`src/verilog/acsbt_pkg.sv`:
```
package acsbt_pkg;

    // ------------------------------------------------------------
    // Register byte offsets
    // ------------------------------------------------------------
    localparam logic [7:0] ACSBT_OFS_CTRL   = 8'h00;
    localparam logic [7:0] ACSBT_OFS_CLR    = 8'h04;
    localparam logic [7:0] ACSBT_OFS_SET    = 8'h08;
    localparam logic [7:0] ACSBT_OFS_INV    = 8'h0c;
    localparam logic [7:0] ACSBT_OFS_COUNT  = 8'h10;
    localparam logic [7:0] ACSBT_OFS_PERIOD = 8'h14;
    localparam logic [7:0] ACSBT_OFS_STATUS = 8'h18;

    // ------------------------------------------------------------
    // Control field positions
    // ------------------------------------------------------------
    localparam int ACSBT_B_ON    = 15;
    localparam int ACSBT_B_HALT  = 13;
    localparam int ACSBT_B_WBLK  = 12;
    localparam int ACSBT_B_WIP   = 11;
    localparam int ACSBT_B_GATE  = 7;
    localparam int ACSBT_B_PS_HI = 5;
    localparam int ACSBT_B_PS_LO = 4;
    localparam int ACSBT_B_SYNC  = 2;
    localparam int ACSBT_B_CS    = 1;

    // Bits software may write; the pending flag is read-only
    localparam logic [15:0] ACSBT_CTRL_WMASK  = 16'hb0b6;
    localparam logic [15:0] ACSBT_CTRL_RESET  = 16'h0000;
    localparam logic [15:0] ACSBT_COUNT_RESET = 16'h0000;
    localparam logic [15:0] ACSBT_PERIOD_RESET = 16'hffff;

    // ------------------------------------------------------------
    // Prescale terminal counts (divide minus one)
    // ------------------------------------------------------------
    localparam logic [7:0] ACSBT_PS_TERM_1   = 8'h00;
    localparam logic [7:0] ACSBT_PS_TERM_8   = 8'h07;
    localparam logic [7:0] ACSBT_PS_TERM_64  = 8'h3f;
    localparam logic [7:0] ACSBT_PS_TERM_256 = 8'hff;

    typedef enum logic [1:0] {
        ACSBT_OP_WRITE = 2'b00,
        ACSBT_OP_CLR   = 2'b01,
        ACSBT_OP_SET   = 2'b10,
        ACSBT_OP_INV   = 2'b11
    } acsbt_op_t;

    typedef enum logic {
        ACSBT_WR_IDLE = 1'b0,
        ACSBT_WR_PEND = 1'b1
    } acsbt_wr_t;

endpackage

```
`src/verilog/acsbt_timer.sv`:
```
// Register access over APB and the address map are this design's own decisions.
module acsbt_timer
    import acsbt_pkg::*;
(
    input  wire logic        pclk,
    input  wire logic        presetn,
    input  wire logic        psel,
    input  wire logic        penable,
    input  wire logic        pwrite,
    input  wire logic [7:0]  paddr,
    input  wire logic [31:0] pwdata,
    output logic      [31:0] prdata,
    output logic             pready,
    output logic             pslverr,
    input  wire logic        ext_timer_clock_pin,
    input  wire logic        gate_pin,
    input  wire logic        cpu_idle,
    output logic             timer_flag,
    output logic      [15:0] count_value
);
    import acsbt_pkg::*;

    // ------------------------------------------------------------
    // Declarations
    // ------------------------------------------------------------
    logic [15:0] ctrl;
    logic [15:0] period;
    logic [15:0] pend_value;
    acsbt_wr_t   wr_state;
    logic [2:0]  sync_ff [2];
    logic [1:0]  pin_lvl;
    logic        ext_rise;
    logic        bus_wr;
    logic        bus_rd;
    logic        async_mode;
    logic        run;
    logic        src_tick;
    logic        cnt_tick;
    logic        cnt_load;
    logic [15:0] cnt_load_val;
    logic        count_wr;
    logic        wr_taken;
    logic        wip_bit;
    logic [15:0] ctrl_rd;
    logic [2:0]  idx;
    logic        idx_ok;
    logic [31:0] rd_word;

    function automatic logic [2:0] reg_index(input logic [7:0] a);
        reg_index = a[4:2];
    endfunction

    function automatic logic reg_valid(input logic [7:0] a);
        reg_valid = (a[1:0] == 2'b00) && (a <= ACSBT_OFS_STATUS);
    endfunction

    function automatic logic [15:0] ctrl_apply(input acsbt_op_t op,
                                               input logic [15:0] old,
                                               input logic [15:0] w);
        logic [15:0] m;
        m = w & ACSBT_CTRL_WMASK;
        unique case (op)
            ACSBT_OP_WRITE: ctrl_apply = m;
            ACSBT_OP_CLR:   ctrl_apply = old & ~m;
            ACSBT_OP_SET:   ctrl_apply = old | m;
            ACSBT_OP_INV:   ctrl_apply = old ^ m;
        endcase
    endfunction

    // ------------------------------------------------------------
    // Bus decode
    // ------------------------------------------------------------
    // One wait state: pready pulses in the second access cycle
    // Unmapped or misaligned writes must not alias onto a register
    assign bus_wr = psel && penable && !pready && pwrite && idx_ok;
    assign bus_rd = psel && penable && !pready && !pwrite;
    assign idx    = reg_index(paddr);
    assign idx_ok = reg_valid(paddr);

    always_ff @(posedge pclk or negedge presetn)
    begin
        if (!presetn)
        begin
            pready  <= 1'b0;
            pslverr <= 1'b0;
        end
        else
        begin
            pready  <= psel && penable && !pready;
            pslverr <= psel && penable && !pready && !idx_ok;
        end
    end

    // ------------------------------------------------------------
    // Pin synchronisers
    // ------------------------------------------------------------
    // Edge accepted only once stages two and three agree
    for (genvar g = 0; g < 2; g++)
    begin : g_pin
        always_ff @(posedge pclk or negedge presetn)
        begin
            if (!presetn)
            begin
                sync_ff[g] <= 3'b000;
                pin_lvl[g] <= 1'b0;
            end
            else
            begin
                sync_ff[g] <= {sync_ff[g][1:0],
                               (g == 0) ? ext_timer_clock_pin : gate_pin};
                if (sync_ff[g][1] == sync_ff[g][2])
                    pin_lvl[g] <= sync_ff[g][2];
            end
        end
    end

    assign ext_rise = (sync_ff[0][1] == sync_ff[0][2]) && sync_ff[0][2] && !pin_lvl[0];

    // ------------------------------------------------------------
    // Clock source and gating
    // ------------------------------------------------------------
    assign async_mode = ctrl[ACSBT_B_CS] && !ctrl[ACSBT_B_SYNC];
    assign run = ctrl[ACSBT_B_ON] && !(ctrl[ACSBT_B_HALT] && cpu_idle);

    always_comb
    begin
        if (ctrl[ACSBT_B_CS])
            src_tick = ext_rise;
        else if (ctrl[ACSBT_B_GATE])
            src_tick = pin_lvl[1];
        else
            src_tick = 1'b1;
    end

    acsbt_prescale u_prescale (
        .pclk            (pclk),
        .presetn         (presetn),
        .clear           (!run),
        .in_tick         (src_tick),
        .prescale_select (ctrl[ACSBT_B_PS_HI:ACSBT_B_PS_LO]),
        .out_tick        (cnt_tick)
    );

    // ------------------------------------------------------------
    // Control register
    // ------------------------------------------------------------
    always_ff @(posedge pclk or negedge presetn)
    begin
        if (!presetn)
            ctrl <= ACSBT_CTRL_RESET;
        else if (bus_wr && idx_ok && idx < 3'd4)
            ctrl <= ctrl_apply(acsbt_op_t'(idx[1:0]), ctrl, pwdata[15:0]);
    end

    always_ff @(posedge pclk or negedge presetn)
    begin
        if (!presetn)
            period <= ACSBT_PERIOD_RESET;
        else if (bus_wr && idx == ACSBT_OFS_PERIOD[4:2])
            period <= pwdata[15:0];
    end

    // ------------------------------------------------------------
    // Count write handshake
    // ------------------------------------------------------------
    // In async mode a write waits for the next external edge, as
    // the counter belongs to the pin's time base there
    assign count_wr = bus_wr && idx == ACSBT_OFS_COUNT[4:2];
    assign wr_taken = count_wr &&
                      !(ctrl[ACSBT_B_WBLK] && wr_state == ACSBT_WR_PEND);

    always_ff @(posedge pclk or negedge presetn)
    begin
        if (!presetn)
        begin
            wr_state   <= ACSBT_WR_IDLE;
            pend_value <= ACSBT_COUNT_RESET;
        end
        else
        begin
            unique case (wr_state)
                ACSBT_WR_IDLE:
                    if (wr_taken && async_mode)
                    begin
                        wr_state   <= ACSBT_WR_PEND;
                        pend_value <= pwdata[15:0];
                    end
                ACSBT_WR_PEND:
                    if (wr_taken)
                        pend_value <= pwdata[15:0];
                    else if (ext_rise || !async_mode)
                        wr_state <= ACSBT_WR_IDLE;
            endcase
        end
    end

    assign wip_bit = (wr_state == ACSBT_WR_PEND) && async_mode;

    always_comb
    begin
        cnt_load     = 1'b0;
        cnt_load_val = pend_value;
        if (wr_taken && !async_mode)
        begin
            cnt_load     = 1'b1;
            cnt_load_val = pwdata[15:0];
        end
        else if (wr_state == ACSBT_WR_PEND && !wr_taken && (ext_rise || !async_mode))
            cnt_load = 1'b1;
    end

    // ------------------------------------------------------------
    // Counter
    // ------------------------------------------------------------
    // Slow secondary oscillator works here as any external clock
    always_ff @(posedge pclk or negedge presetn)
    begin
        if (!presetn)
            count_value <= ACSBT_COUNT_RESET;
        else if (cnt_load)
            count_value <= cnt_load_val;
        else if (cnt_tick)
            count_value <= (count_value == period) ? 16'h0000
                                                   : count_value + 16'h0001;
    end

    // Set wins over a clear in the same cycle
    always_ff @(posedge pclk or negedge presetn)
    begin
        if (!presetn)
            timer_flag <= 1'b0;
        else if (cnt_tick && !cnt_load && count_value == period)
            timer_flag <= 1'b1;
        else if (bus_wr && idx == ACSBT_OFS_STATUS[4:2] && pwdata[0])
            timer_flag <= 1'b0;
    end

    // ------------------------------------------------------------
    // Read path
    // ------------------------------------------------------------
    always_comb
    begin
        ctrl_rd              = ctrl & ACSBT_CTRL_WMASK;
        ctrl_rd[ACSBT_B_WIP] = wip_bit;
        unique case (idx)
            3'd0, 3'd1, 3'd2, 3'd3: rd_word = {16'h0000, ctrl_rd};
            3'd4:                   rd_word = {16'h0000, count_value};
            3'd5:                   rd_word = {16'h0000, period};
            3'd6:                   rd_word = {31'h0, timer_flag};
            default:                rd_word = 32'h0000_0000;
        endcase
    end

    always_ff @(posedge pclk or negedge presetn)
    begin
        if (!presetn)
            prdata <= 32'h0000_0000;
        else if (bus_rd)
            prdata <= idx_ok ? rd_word : 32'h0000_0000;
    end
endmodule

```
`src/verilog/acsbt_prescale.sv`:
```
module acsbt_prescale
    import acsbt_pkg::*;
(
    input  wire logic       pclk,
    input  wire logic       presetn,
    input  wire logic       clear,
    input  wire logic       in_tick,
    input  wire logic [1:0] prescale_select,
    output logic            out_tick
);

    logic [7:0] div_cnt;
    logic [7:0] term;

    function automatic logic [7:0] term_of(input logic [1:0] sel);
        unique case (sel)
            2'b00: term_of = ACSBT_PS_TERM_1;
            2'b01: term_of = ACSBT_PS_TERM_8;
            2'b10: term_of = ACSBT_PS_TERM_64;
            2'b11: term_of = ACSBT_PS_TERM_256;
        endcase
    endfunction

    assign term = term_of(prescale_select);

    // Counter restarts on disable so the first period is always full
    always_ff @(posedge pclk or negedge presetn)
    begin
        if (!presetn)
            div_cnt <= 8'h00;
        else if (clear)
            div_cnt <= 8'h00;
        else if (in_tick)
            div_cnt <= (div_cnt >= term) ? 8'h00 : div_cnt + 8'h01;
    end

    assign out_tick = in_tick && !clear && (div_cnt >= term);

endmodule

```
`config.mk`:
```
export PLATFORM = sky130hd
export DESIGN_NAME = acsbt_timer
export DESIGN_NICKNAME = d
export VERILOG_FILES = /design/src/verilog/acsbt_pkg.sv /design/src/verilog/acsbt_timer.sv /design/src/verilog/acsbt_prescale.sv
export SDC_FILE = /design/constraint.sdc
export NUM_CORES = 1
export LEC_CHECK = 0
export BUFFER_PORTS_ARGS = -buffer_cell sky130_fd_sc_hd__buf_2
export CAP_MARGIN = 20
export CORE_ASPECT_RATIO = 0.7
export CORE_MARGIN = 2
export CORE_UTILIZATION = 55
export CTS_BUF_LIST = sky130_fd_sc_hd__clkbuf_4
export DETAILED_ROUTE_END_ITERATION = 12
export PLACE_DENSITY = 0.79
export SYNTH_ARGS = -nofsm -noshare
export SYNTH_HDL_FRONTEND = slang
export SYNTH_SLANG_ARGS = --single-unit
```
`constraint.sdc`:
```
create_clock -name pclk -period 2.6 [get_ports pclk]
set_clock_uncertainty 0.05 [all_clocks]
set_input_delay 0.13 -clock pclk [delete_from_list [all_inputs] [get_ports pclk]]
set_output_delay 0.13 -clock pclk [all_outputs]
set_load 0.02 [all_outputs]
```
---- Word-level counts from Yosys, hierarchy flattened ----
Cells that the tools add are included.
operators by class
  add/subtract/negate cells ............... 2
  $lt $le $gt $ge ......................... 3
  equality and inequality tests ........... 18
  multiplexer cells ....................... 24
  bitwise gates (word level) .............. 5
  reductions and logical operators ........ 48
operator list
  cell                                                             count
  case mux 16 bit (4 select lines)                                 2
  two-way mux 16 bit                                               7
  case mux 16 bit (2 select lines)                                 1
  case mux 8 bit (4 select lines)                                  1
  logical AND 1 bit                                                29
  two-way mux 8 bit                                                3
  adder 16 x 1 -> 16 bit (second input constant)                   1
  AND 16 bit                                                       1
  equality test 16 bit                                             1
  NOT 16 bit                                                       1
  OR 16 bit                                                        1
  bitwise XOR 16 bit                                               1
  logical NOT 1 bit                                                10
  equality test 3 bit (second input constant)                      3
  two-way mux 1 bit                                                9
  adder 8 x 1 -> 8 bit (second input constant)                     1
  equality test 2 bit (second input constant)                      4
  greater-or-equal comparator 8 bit                                1
  less-or-equal comparator 8 x 5 -> 1 bit (second input constant)  1
  equality test 3 x 2 -> 1 bit (second input constant)             2
  logical NOT 2 bit                                                3
  equality test 2 x 1 -> 1 bit (second input constant)             2
  != test 2 x 1 -> 1 bit (second input constant)                   2
  nonzero test 2 bit                                               2
  10 further kinds                                                 11
storage, ports and cells
  bits in registers ....................... 116
  bits of input ports ..................... 48
  output and inout port bits .............. 51
  word-level logic and storage cells ...... 114

---- Longest topological paths before layout ----
Gate-level depths: netlist (run 1).
  depth in word-level cells ............... 15
  gate-level depth with buffers ........... 10
  gate-level depth less buffers ........... 9

---- Hierarchy ----
From an unflattened synthesis (run 1), not the netlist that was laid out.
second synthesis, totals
  cells, all modules ...................... 542
  area, all modules ....................... 5649.2 µm²
modules (own cells, without submodules)
  module          times used  cells an instance  area each (µm²)  sequential area each (µm²)
  acsbt_timer     1           463                4932.2           2122.0
  acsbt_prescale  1           79                 716.9            200.2

---- Worst setup path before layout (run 1) ----
Ideal clock, no wire load.
  kind .................................... reg-to-reg
  start point ............................. register count_value[5]
  end point ............................... register count_value[12]
  setup time .............................. 0.126 ns
  arrival ................................. 2.255 ns
  required time ........................... 2.424 ns
  setup slack ............................. 0.169 ns
  cell stages (with the launch flop) ...... 9
  buffers on the path ..................... 2
  period minus slack after synthesis ...... 2.431 ns
  path through ............................ dfrtp_1 -> clkbuf_1 -> xnor2_1 -> nand4_1 -> nor4_2 -> or3_4 -> buf_6 -> o21ai_0 -> a221o_1
between the ends
  cells in the longest elaborated chain, start to end .. 4
  elaborated cells between the ends (all ways) .. 5
  those cells by class .................... add/sub: 1; eq/ne: 1; mux: 3
ends and longest elaborated chain
  what                                                            line                                    RTL
  start, declared                                                 acsbt_timer.sv:19                       output logic [15:0] count_value
  start signal, assigned                                          acsbt_timer.sv:221                      count_value <= cnt_load_val;
  start signal, assigned                                          acsbt_timer.sv:223                      count_value <= (count_value == period) ? 16'h0000
  adder 16 x 1 -> 16 bit or equality test 16 bit (tied branches)  acsbt_timer.sv:224, acsbt_timer.sv:223
  two-way mux 16 bit (*)                                          acsbt_timer.sv:223
  two-way mux 16 bit (*)                                          acsbt_timer.sv:222                      else if (cnt_tick)
  two-way mux 16 bit (*)                                          acsbt_timer.sv:220                      else if (cnt_load)
Every way passes the cells marked *; elsewhere a longest branch is shown, timed or not. The select of a mux whose other input is x is not followed.
A chain may end at the register's enable or synchronous reset.

---- Worst setup path in the final report (run 1) ----
  start point ............................. register ctrl[5]
  end point ............................... register count_value[8]
between the ends
  cells in the longest elaborated chain, start to end .. 5
  elaborated cells between the ends (all ways) .. 8
  those cells by class .................... order compare: 1; eq/ne: 3; mux: 1; reduce/logical: 3
ends and longest elaborated chain
  what                                         line                  RTL
  start, declared                              acsbt_timer.sv:26     logic [15:0] ctrl;
  start signal, assigned                       acsbt_timer.sv:152    ctrl <= ctrl_apply(acsbt_op_t'(idx[1:0]), ctrl, pwdata[15:0]);
  equality test 2 bit (tied with other cells)  acsbt_prescale.sv:16  unique case (sel)
  case mux 8 bit (4 select lines) (*)          acsbt_prescale.sv:16
  greater-or-equal comparator 8 bit (*)        acsbt_prescale.sv:37  assign out_tick = in_tick && !clear && (div_cnt >= term);
  logical AND 1 bit (*)                        acsbt_prescale.sv:37
  nonzero test 2 bit (no source line) (*)      -
Every way passes the cells marked *; elsewhere a longest branch is shown, timed or not.

==> results of run 1 <==
-- state kept, by name, indices dropped and copies added (netlist names) --
signal              count
period                 16
count_value            16
pready                  1
sync_ff                 6
pin_lvl                 2
timer_flag              1
ctrl                    8
pslverr                 1
wr_state                1
pend_value             16
prdata                 16
u_prescale.div_cnt      8
-- synthesized netlist by cell type (all sizes together), types with 3 or more instances --
master / number / area share, %
a211oi: 6 / 0.93
a21oi: 9 / 0.84
a221o: 5 / 0.93
a22o: 11 / 1.8
a22oi: 7 / 0.97
and3: 10 / 1.2
buf: 23 / 3.0
clkbuf: 15 / 1.0
dfrtp: 76 / 35
dfstp: 16 / 7.8
ha: 27 / 6.3
inv: 29 / 2.0
mux2: 34 / 7.1
mux2i: 18 / 3.3
mux4: 8 / 3.3
nand2: 51 / 3.5
nand2b: 5 / 0.58
nand3: 14 / 1.4
nand3b: 3 / 0.42
nand4: 9 / 1.0
nor2: 20 / 1.4
nor2b: 3 / 0.35
nor3: 7 / 0.84
o211ai: 8 / 1.1
o21ai: 42 / 3.9
o22ai: 11 / 1.3
xnor2: 18 / 2.9
-- logic make-up after synthesis --
logic type      share of synthesized area, %
simple gates                            12.9
compound gates                          14.7
flops                                   43.1
buf+inv                                 6.15
mux                                     13.8
fa+ha+maj                               6.45
xor+xnor                                2.92
other cells                           0.0695
-- worst register-to-register path: stages, from the launching register on --
cell	delay, ps
dfrtp_1	440
inv_2	130
nand2_1	110
inv_1	110
ha_1	210
o2111ai_1	170
o221ai_1	250
nand3_1	170
buf_4	220
a22o_1	230
a221o_1	310
-- layout make-up --
| cell class | count | area [um^2] |
|---|---|---|
| clock buffer | 9 | 67.6 |
| multi-input combinational | 369 | 2800 |
| timing repair buffer | 114 | 753 |
| tap | 128 | 160 |
| sequential | 92 | 2320 |
| clock inverter | 7 | 73.8 |
| inverter | 30 | 113 |
| fill | 807 | 3320 |
-- per-layer routing --
metal	part of all wire [%]	wire [um]	GRT usage, %
met1	43	6140	41.3
met5	0	0	0
met4	1.8	258	7.73
met3	11	1540	7.20
met2	45	6500	43.9
-- worst paths after layout --
path | startpoint | endpoint | slack (ps)
worst max-delay path | ctrl[5]$_DFFE_PN0P_ | count_value[8]$_DFFE_PN0P_ | 100
min in group asynchronous | presetn | timer_flag$_DFFE_PN0P_ | 160
worst max register to register | ctrl[5]$_DFFE_PN0P_ | count_value[8]$_DFFE_PN0P_ | 100
worst min-delay path | psel | pready$_DFF_PN0_ | 50
worst min register to register | sync_ff[3]$_DFF_PN0_ | sync_ff[4]$_DFF_PN0_ | 300
max in group asynchronous | presetn | period[4]$_DFFE_PN1P_ | 1620
-- through the flow --
stage          hold slack (ps)  std cells
5_1_grt                   32.8        749
6_report                  53.5        749
3_5_place_dp               171        714
2_1_floorplan             -216        529
3_3_place_gp               169        714
4_1_cts                   28.8        749
-- report_power, final --
| part | internal (uW) | switching (uW) |
|---|---|---|
| clock network | 295 | 521 |
| logic | 177 | 275 |
| registers | 1460 | 28.1 |
| total | 1940 | 824 |
-- repair_timing --
action | 4_1_cts | 5_1_grt
hold buffers | 19 | 0
resized for setup | 0 | 3
setup endpoints to repair | 0 | 13
endpoints found under the hold margin | 87 | 0
==> metrics.txt, run 1 <==
outcome=finished, final reports clean; slowest CP cell=dfrtp_1; max incr delay on CP=440 ps; CP required=2930 ps; Worst Hold Class=primary input to register; most common cell after layout, fill and taps aside=dfrtp_1; ant diodes=0; DP Worst Slack=-83.5 ps; number of nets in the layout=691; ys flop type=dfrtp_1; root buffer cell=clkbuf_4; final setup margin=97.3 ps; P_leak=0.00298 uW; vias in the first global route=4,426; Tot Pwr=2760 uW; Core Box Area=9610 um^2; Slew HR=52.7%; Post-synth ARST share=100%; family with the most delay on the worst path=compound AO/OA/AOI/OAI gates; Worst VDD drop=0.278 mV; Cell Chain, Critical Path=inv_2 -> nand2_1 -> inv_1 -> ha_1 -> o2111ai_1 -> o221ai_1 -> nand3_1 -> buf_4 -> a22o_1 -> a221o_1; number of routed nets with antenna violations=0; WL final=14,400 um; num rows=30; total die area=10,600 um^2; Final HPWL DP=10,700 um; first-pass GRT wire length=23,000 um; commonest cells after routing, fill and taps aside=dfrtp_1 (76), buf_2 (65), nand2_1 (51), o21ai_0 (42), mux2_2 (32); clk buf depth=2; Clock Sinks=92; Data arrival, critical path=2840 ps; synthesized area per cell=10.5 um^2; EDFF count, synth=0; wire per inst=19.3 um; final core utilization=65.5%; Crit Path Class=register to register; Least-Margin Pin Slew=704 ps; dpl cell area=5950 um^2; Max Fclk=400 MHz; Starting Density=56.1%; Power Density=439 nW/um^2; sequential cell area fraction in the yosys report=43.1%; largest net degree at the start of global routing=53; Buf+Inv Stages, Crit Path=3; CTS tree=done; drt via density=6.13; Setup Viol. Count Final=0; Pins Over Slew Limit=0; setup_tns=0 ps; initial antenna violation count=0; MaxCap Viol Count=0; GRT overflow=0; Die Ht=86.9 um; postcts setup bufs=0; endpoint class of the critical path=register; Yosys Warn Count=0; Tot GR Track Use=28.8%; critical path fanouts, max=9; Cell Area, Synth=5390 um^2; Final period util=96.3%; Syn-to-layout area delta=16.7%; IO Count=99; drt first pass iters=5; synth unique cells=60; DRC=0; final hold violation count=0; Yosys reg bits=92; crit path time final=2500 ps; Die W=122 um; DRT iter0 DRCs=459; latest clock arrival within the worst-skew pair=480 ps; via count of the routed design=4,589; share of layout cells above drive strength 1=29.3%; CP Launch Type=register; H-tree depth=3; gp weighted congestion=0.971; post-synthesis cell count=514; CTS buffer count=9; I/O Buffers=66; CTS clk-pin slew, worst paths=150 ps; RSZ-0062 raised after global routing=false; cells on worst reg2reg path=10; WHS Path Cells=2; design area=6290 um^2; Crit path depth=10
Note: power is estimated with default switching activity, not from simulation.
==> run 2, diff against run 1 <==
--- a/config.mk
+++ b/config.mk
@@ -14,2 +14,3 @@
 export DETAILED_ROUTE_END_ITERATION = 12
+export GPL_ROUTABILITY_DRIVEN = 0
 export PLACE_DENSITY = 0.79
==> constraint.sdc (replaced) <==
create_clock -name pclk -period 2.6 [get_ports pclk]
set_clock_uncertainty 0.05 [all_clocks]
set_input_delay 0 -clock pclk [delete_from_list [all_inputs] [get_ports pclk]]
set_output_delay 0 -clock pclk [all_outputs]
set_load 0.02 [all_outputs]
==> run 2 against run 1 <==
First-iteration DRC count shrank 0.22%. Utilization grew 0.66 points. Power grew 5.9%. Cell area grew 1.0%. Clock-buffer cell count grew 2. Critical endpoint is now count_value[6]$_DFFE_PN0P_. Global-route usage shrank 0.52 points. Highest routed layer unchanged. Worst hold slack lost 12 ps. Sequential power is essentially flat. Worst setup slack gained 20 ps. Die area is the same. Clock power grew 22%.
==> metrics.txt, run 2 (same netlist as run 1, synthesis figures left out) <==
outcome=finished, final reports clean (unchanged); IO Count=99 (unchanged); WHS Path Cells=3 (was 2); Reg2Reg Setup Slack=120 ps (was 100 ps); initial antenna violation count=0 (unchanged); DRT iter0 DRCs=458 (was 459); num rows=30 (unchanged); H-tree depth=3 (unchanged); drt first pass iters=5 (unchanged); commonest cells after routing, fill and taps aside=dfrtp_1 (76), buf_2 (65), nand2_1 (51), o21ai_0 (41), mux2_2 (32) (was dfrtp_1 (76), buf_2 (65), nand2_1 (51), o21ai_0 (42), mux2_2 (32)); Crit Path Class=register to register (unchanged); final core utilization=66.2% (was 65.5%); final hold violation count=0 (unchanged); Die Ht=86.9 um (unchanged); total die area=10,600 um^2 (unchanged); wire per inst=19.0 um (was 19.3 um); crit path from=ctrl[5]$_DFFE_PN0P_ (unchanged); Max Fclk=403 MHz (was 400 MHz); Pins Over Slew Limit=0 (unchanged); vias in the first global route=4,228 (was 4,426); hold endpoint=pready$_DFF_PN0_ (unchanged); GRT overflow=0 (unchanged); design area=6360 um^2 (was 6290 um^2); Worst R2R Start=ctrl[5]$_DFFE_PN0P_ (unchanged); latest clock arrival within the worst-skew pair=470 ps (was 480 ps); CTS clk-pin slew, worst paths=150 ps (about the same); WL final=14,300 um (was 14,400 um); Crit Reg-Reg Endpoint=count_value[6]$_DFFE_PN0P_ (was count_value[8]$_DFFE_PN0P_); CTS tree=done (unchanged); Core Box Area=9610 um^2 (unchanged); dpl cell area=5910 um^2 (was 5950 um^2); endpoint class of the critical path=register (unchanged); Final period util=95.5% (was 96.3%); DRC=0 (unchanged); CP Launch Type=register (unchanged); number of routed nets with antenna violations=0 (unchanged); share of layout cells above drive strength 1=28.7% (was 29.3%); most common cell after layout, fill and taps aside=dfrtp_1 (unchanged); clk buf depth=2 (unchanged); Buf+Inv Stages, Crit Path=3 (unchanged); Worst Hold Class=primary input to register (unchanged); MaxCap Viol Count=0 (unchanged); postcts setup bufs=0 (unchanged); CP required=2910 ps (was 2930 ps); number of nets in the layout=693 (was 691); I/O Buffers=66 (unchanged); Power Density=460 nW/um^2 (was 439 nW/um^2); Tot GR Track Use=28.3% (was 28.8%); final hold slack=41.8 ps (was 53.5 ps); CTS buffer count=9 (unchanged); slowest CP cell=dfrtp_1 (unchanged); Final HPWL DP=10,400 um (was 10,700 um); P_leak=0.00301 uW (was 0.00298 uW); Cells after DPL=710 (was 714); first-pass GRT wire length=22,500 um (was 23,000 um); cells on worst reg2reg path=10 (unchanged); Least-Margin Pin Slew=696 ps (was 704 ps); via count of the routed design=4,550 (was 4,589); Slew HR=53.6% (was 52.7%); drt via density=6.05 (was 6.13); hold_sp=penable (was psel); largest net degree at the start of global routing=55 (was 53); RSZ-0062 raised after global routing=true (was false); critical path fanouts, max=9 (unchanged); Syn-to-layout area delta=17.9% (was 16.7%); Non-Filler Instances=752 (was 749); root buffer cell=clkbuf_4 (unchanged); Setup Viol. Count Final=0 (unchanged); setup_tns=0 ps (unchanged); Starting Density=56.1% (unchanged); max incr delay on CP=440 ps (about the same); Clock Sinks=92 (unchanged); Worst VDD drop=0.273 mV (was 0.278 mV); Cell Chain, Critical Path=inv_2 -> nand2_1 -> inv_1 -> ha_1 -> o2111ai_1 -> o221ai_1 -> nand3_1 -> buf_4 -> a22o_1 -> a221o_1 (unchanged); crit path time final=2480 ps (was 2500 ps); Data arrival, critical path=2790 ps (was 2840 ps); family with the most delay on the worst path=compound AO/OA/AOI/OAI gates (unchanged); Die W=122 um (unchanged)
## run 2: cell types whose count changed in the layout (fill, tap and decap cells not counted), moves of 2 or more
cell | before | now
buf_4 | 29 | 26
dlygate4sd3_1 | 19 | 25
clkbuf_4 | 9 | 11
bufinv_16 | 1 | 3
inv_6 | 2 | 0
clkinvlp_4 | 3 | 0
## run 2: cell type report
| cell class | instances | area [um^2] |
|---|---|---|
| Fill cell | 786 | 3250 |
| Multi-Input combinational cell | 369 | 2800 |
| Sequential cell | 92 | 2320 |
| Timing Repair Buffer | 116 | 771 |
| Tap cell | 128 | 160 |
| Inverter | 30 | 113 |
| Clock inverter | 5 | 103 |
| Clock buffer | 11 | 82.6 |
| Antenna cell | 1 | 2.50 |
## run 2: per-layer routing
metal	up-vias	wire length [um]	share of wire (%)	GRT usage, %
li1	2058	-	-	-
met1	2224	6140	43	40.2
met2	248	6320	44	42.0
met3	20	1590	11	8.84
met4	0	210	1.5	8.05
met5	-	0	0	0
## run 2: repair_timing
action / CTS / global route
endpoints found under the setup margin: 0 / 16
resized for setup: 0 / 5
hold buffers: 25 / 0
endpoints found under the hold margin: 118 / 0
## run 2: report_power, final
group          total [uW]  internal (uW)  switching, uW
Combinational         432            170            263
Clock                 997            507            490
Sequential           1500           1460           31.4
Total                2930           2140            784
## run 2: stage by stage
step                      worst slack [ps]  power (uW)
after floorplan                        169        1780
after global placement                 176        1900
after detailed placement              64.7        1920
after CTS                             7.71        2940
after global routing                 -2.10        3050
final                                  117        2930
## run 2: worst max path at each step
stage / endpoint / depth (start not counted) / slack [ps]
floorplan: count_value[12]$_DFFE_PN0P_ / 8 / 170
global route: count_value[8]$_DFFE_PN0P_ / 10 / -2
global placement: count_value[7]$_DFFE_PN0P_ / 7 / 180
CTS: u_prescale.div_cnt[2]$_DFFE_PN0P_ / 11 / 8
detailed placement: count_value[7]$_DFFE_PN0P_ / 7 / 60
finish: count_value[6]$_DFFE_PN0P_ / 10 / 120
## run 2: worst reg2reg max path: stages, from the launching register on
cell and delay [ps]:
dfrtp_1 440, inv_2 140, nand2_1 100, inv_1 90, ha_1 190, o2111ai_1 170, o221ai_1 280, nand3_1 170
buf_4 210, a22o_1 240, a221o_1 300
==> run 3, diff against run 2 <==
SYNTH_HIERARCHICAL = 1   (was unset)
==> run 3 against run 2 <==
Global-route usage is 2.2 points lower. Critical path depth up 1. Maximum frequency down 1.0%. Combinational power down 17%. Synthesized area grew 4.7%. Utilization is 0.46 points higher. Sequential power is essentially flat. Power is 9.7% lower. Clock-buffer cell count fell by 2. Via count up 3.6%. Worst hold slack got worse by 31 ps. Synthesized cell count up 5.4%. Critical path type unchanged. Largest power group unchanged.
==> metrics.txt, run 3 <==
synth unique cells=63 (was 60); num rows=30 (unchanged); CP required=2940 ps (was 2910 ps); P_leak=0.00314 uW (was 0.00301 uW); CTS tree=done (unchanged); setup_tns=0 ps (unchanged); top-area cell type share of the netlist area=33.7% (was 35.3%); WL final=14,400 um (was 14,300 um); latest clock arrival within the worst-skew pair=480 ps (was 470 ps); Starting Density=57.4% (was 56.1%); Core Box Area=9830 um^2 (was 9610 um^2); hold endpoint=prdata[0]$_DFFE_PN0P_ (was pready$_DFF_PN0_); initial antenna violation count=0 (unchanged); endpoint class of the critical path=register (unchanged); Worst Hold Class=primary input to register (unchanged); via count of the routed design=4,713 (was 4,550); vias in the first global route=4,355 (was 4,228); largest net degree at the start of global routing=61 (was 55); Die W=125 um (was 122 um); cells on worst reg2reg path=11 (was 10); Reg2Reg Setup Slack=90 ps (was 120 ps); Setup Viol. Count Final=0 (unchanged); Crit Reg-Reg Endpoint=count_value[0]$_DFFE_PN0P_ (was count_value[6]$_DFFE_PN0P_); Tot Pwr=2640 uW (was 2930 uW); CP Launch Type=register (unchanged); Least-Margin Pin Slew=882 ps (was 696 ps); WHS Path Cells=4 (was 3); Pins Over Slew Limit=0 (unchanged); CTS buffer count=9 (unchanged); final hold slack=10.8 ps (was 41.8 ps); top cells by area, synth=dfrtp_1 (34%), dfstp_2 (7.4%), mux2_2 (6.4%) (was dfrtp_1 (35%), dfstp_2 (7.8%), mux2_2 (6.7%)); most frequent cell after synthesis=dfrtp_1 (unchanged); Cell Area, Synth=5650 um^2 (was 5390 um^2); Final period util=96.5% (was 95.5%); slowest CP cell=dfrtp_1 (unchanged); clk buf depth=2 (unchanged); sequential cell area fraction in the yosys report=41.1% (was 43.1%); DRT iter0 DRCs=492 (was 458); commonest cells after routing, fill and taps aside=dfrtp_1 (76), buf_2 (65), nand2_1 (48), mux2i_1 (34), o21ai_0 (33) (was dfrtp_1 (76), buf_2 (65), nand2_1 (51), o21ai_0 (41), mux2_2 (32)); H-tree depth=3 (unchanged); Post-synth ARST share=100% (unchanged); max incr delay on CP=460 ps (was 440 ps); drt first pass iters=7 (was 5); Syn-to-layout area delta=16.0% (was 17.9%); number of routed nets with antenna violations=0 (unchanged); synthesized area per cell=10.4 um^2 (was 10.5 um^2); Max Fclk=399 MHz (was 403 MHz); crit path from=ctrl[5]$_DFFE_PN0P_ (unchanged); total die area=11,100 um^2 (was 10,600 um^2); drt via density=6.07 (was 6.05); ys flop type=dfrtp_1 (unchanged); Clock Sinks=92 (unchanged); first-pass GRT wire length=22,500 um (about the same); DRC=0 (unchanged); Yosys reg bits=92 (unchanged); Fill cells=770 (was 786); wire per inst=18.5 um (was 19.0 um); Die Ht=88.8 um (was 86.9 um); Worst R2R Start=ctrl[5]$_DFFE_PN0P_ (unchanged); DP Worst Slack=84.4 ps (was 64.7 ps); outcome=finished, final reports clean (unchanged); crit path time final=2510 ps (was 2480 ps); Synth area leader=dfrtp_1 (unchanged); CTS clk-pin slew, worst paths=180 ps (was 150 ps); Data arrival, critical path=2850 ps (was 2790 ps); IO Count=99 (unchanged); ant diodes=0 (was 1); EDFF count, synth=0 (unchanged); critical path fanouts, max=6 (was 9); post-synthesis cell count=542 (was 514); root buffer cell=clkbuf_4 (unchanged); Commonest cells post-synth=dfrtp_1 (76), nand2_1 (49), mux2i_1 (34), o21ai_0 (34), mux2_2 (32) (was dfrtp_1 (76), nand2_1 (51), o21ai_0 (42)); Power Density=403 nW/um^2 (was 460 nW/um^2); Cell Chain, Critical Path=nand2_2 -> ha_1 -> and3_4 -> a221oi_4 -> o21ai_1 -> and3b_2 -> inv_2 -> a41oi_1 -> buf_4 -> a221oi_2 -> a21oi_1 (was inv_2 -> nand2_1 -> inv_1 -> ha_1 -> o2111ai_1 -> o221ai_1 -> nand3_1 -> buf_4 -> a22o_1 -> a221o_1); Yosys Warn Count=6 (was 0); hold_sp=pwrite (was penable); area of the multi-input gates=2970 um^2 (was 2800 um^2); Worst VDD drop=0.306 mV (was 0.273 mV); final core utilization=66.6% (was 66.2%); GRT overflow=0 (unchanged); Crit Path Class=register to register (unchanged); final setup margin=91.9 ps (was 117 ps); Final HPWL DP=10,100 um (was 10,400 um); number of nets in the layout=717 (was 693); Reg area=2320 um^2 (unchanged); share of layout cells above drive strength 1=28.7% (about the same); Tot GR Track Use=26.1% (was 28.3%); Slew HR=41.2% (was 53.6%); final hold violation count=0 (unchanged); I/O Buffers=66 (unchanged); MaxCap Viol Count=0 (unchanged); most common cell after layout, fill and taps aside=dfrtp_1 (unchanged)
run 3: cell count changes after synthesis, sizes merged, moves of 8 or more:
| cell | change |
|---|---|
| xnor2 | -18 |
| buf | +9 |
| mux2i | +16 |
| o21ai | -8 |
| a22o | -11 |
| xor2 | +16 |
| a22oi | +10 |
| a32oi | +11 |
run 3: routing by layer:
metal	vias to the layer above	wire, um	global-route usage (%)
met5	-	0	0
met4	0	161	6.26
met3	20	1250	6.95
met2	233	6390	39.6
met1	2311	6570	37.7
li1	2149	-	-
run 3: critical path: cells and delay by family (launching register included):
family | cells | cell delay (ps)
AOI/OAI and AO/OA | 5 | 780
buffers and inverters | 2 | 290
adders and majority gates | 1 | 300
DFF | 1 | 460
and+or+nand+nor | 3 | 530
run 3: through the flow:
step	area (um^2)	std cells
final	6550	777
after global routing	6550	777
after CTS	6510	774
after detailed placement	6120	732
after global placement	6120	732
after floorplan	5710	557
run 3: cells by family (layout without fill, tap and decap cells):
kind of cell	count (synthesis)	count (layout)	synth area share [%]
AO/OA/AOI/OAI	110	110	13.6
other	1	16	0.0664
buffers and inverters	79	171	7.49
AND/OR/NAND/NOR	143	143	13.7
XOR/XNOR	16	16	2.48
adder cells (fa/ha/maj)	26	26	5.71
multiplexers	75	75	15.8
flip-flops	92	92	41.1
run 3: how the worst max path moves through the flow:
| stage | endpoint | slack, ps | depth (start not counted) |
|---|---|---|---|
| 2_1_floorplan | count_value[8]$_DFFE_PN0P_ | 80 | 11 |
| 4_1_cts | count_value[7]$_DFFE_PN0P_ | 60 | 9 |
| 3_5_place_dp | count_value[0]$_DFFE_PN0P_ | 80 | 11 |
| 3_3_place_gp | count_value[7]$_DFFE_PN0P_ | 170 | 9 |
| 5_1_grt | count_value[7]$_DFFE_PN0P_ | -30 | 10 |
| 6_report | count_value[0]$_DFFE_PN0P_ | 90 | 11 |
run 3: power breakdown:
| part | total (uW) | switching, uW | internal (uW) |
|---|---|---|---|
| Clock | 792 | 570 | 222 |
| Sequential | 1490 | 26.3 | 1460 |
| Combinational | 360 | 211 | 148 |
| Total | 2640 | 807 | 1830 |
run 3: cell type report:
type / count / area share (%)
tap: 128 / 2.44
timing repair buffer: 123 / 12.9
inverter: 32 / 1.83
sequential: 92 / 35.4
multi-input combinational: 386 / 45.4
clock inverter: 7 / 1.01
clock buffer: 9 / 1.03
run 3: repair_timing:
action	4_1_cts	5_1_grt
buffers inserted	0	3
setup endpoints to repair	0	10
hold buffers	26	0
gates resized for setup	0	7
endpoints found under the hold margin	141	0
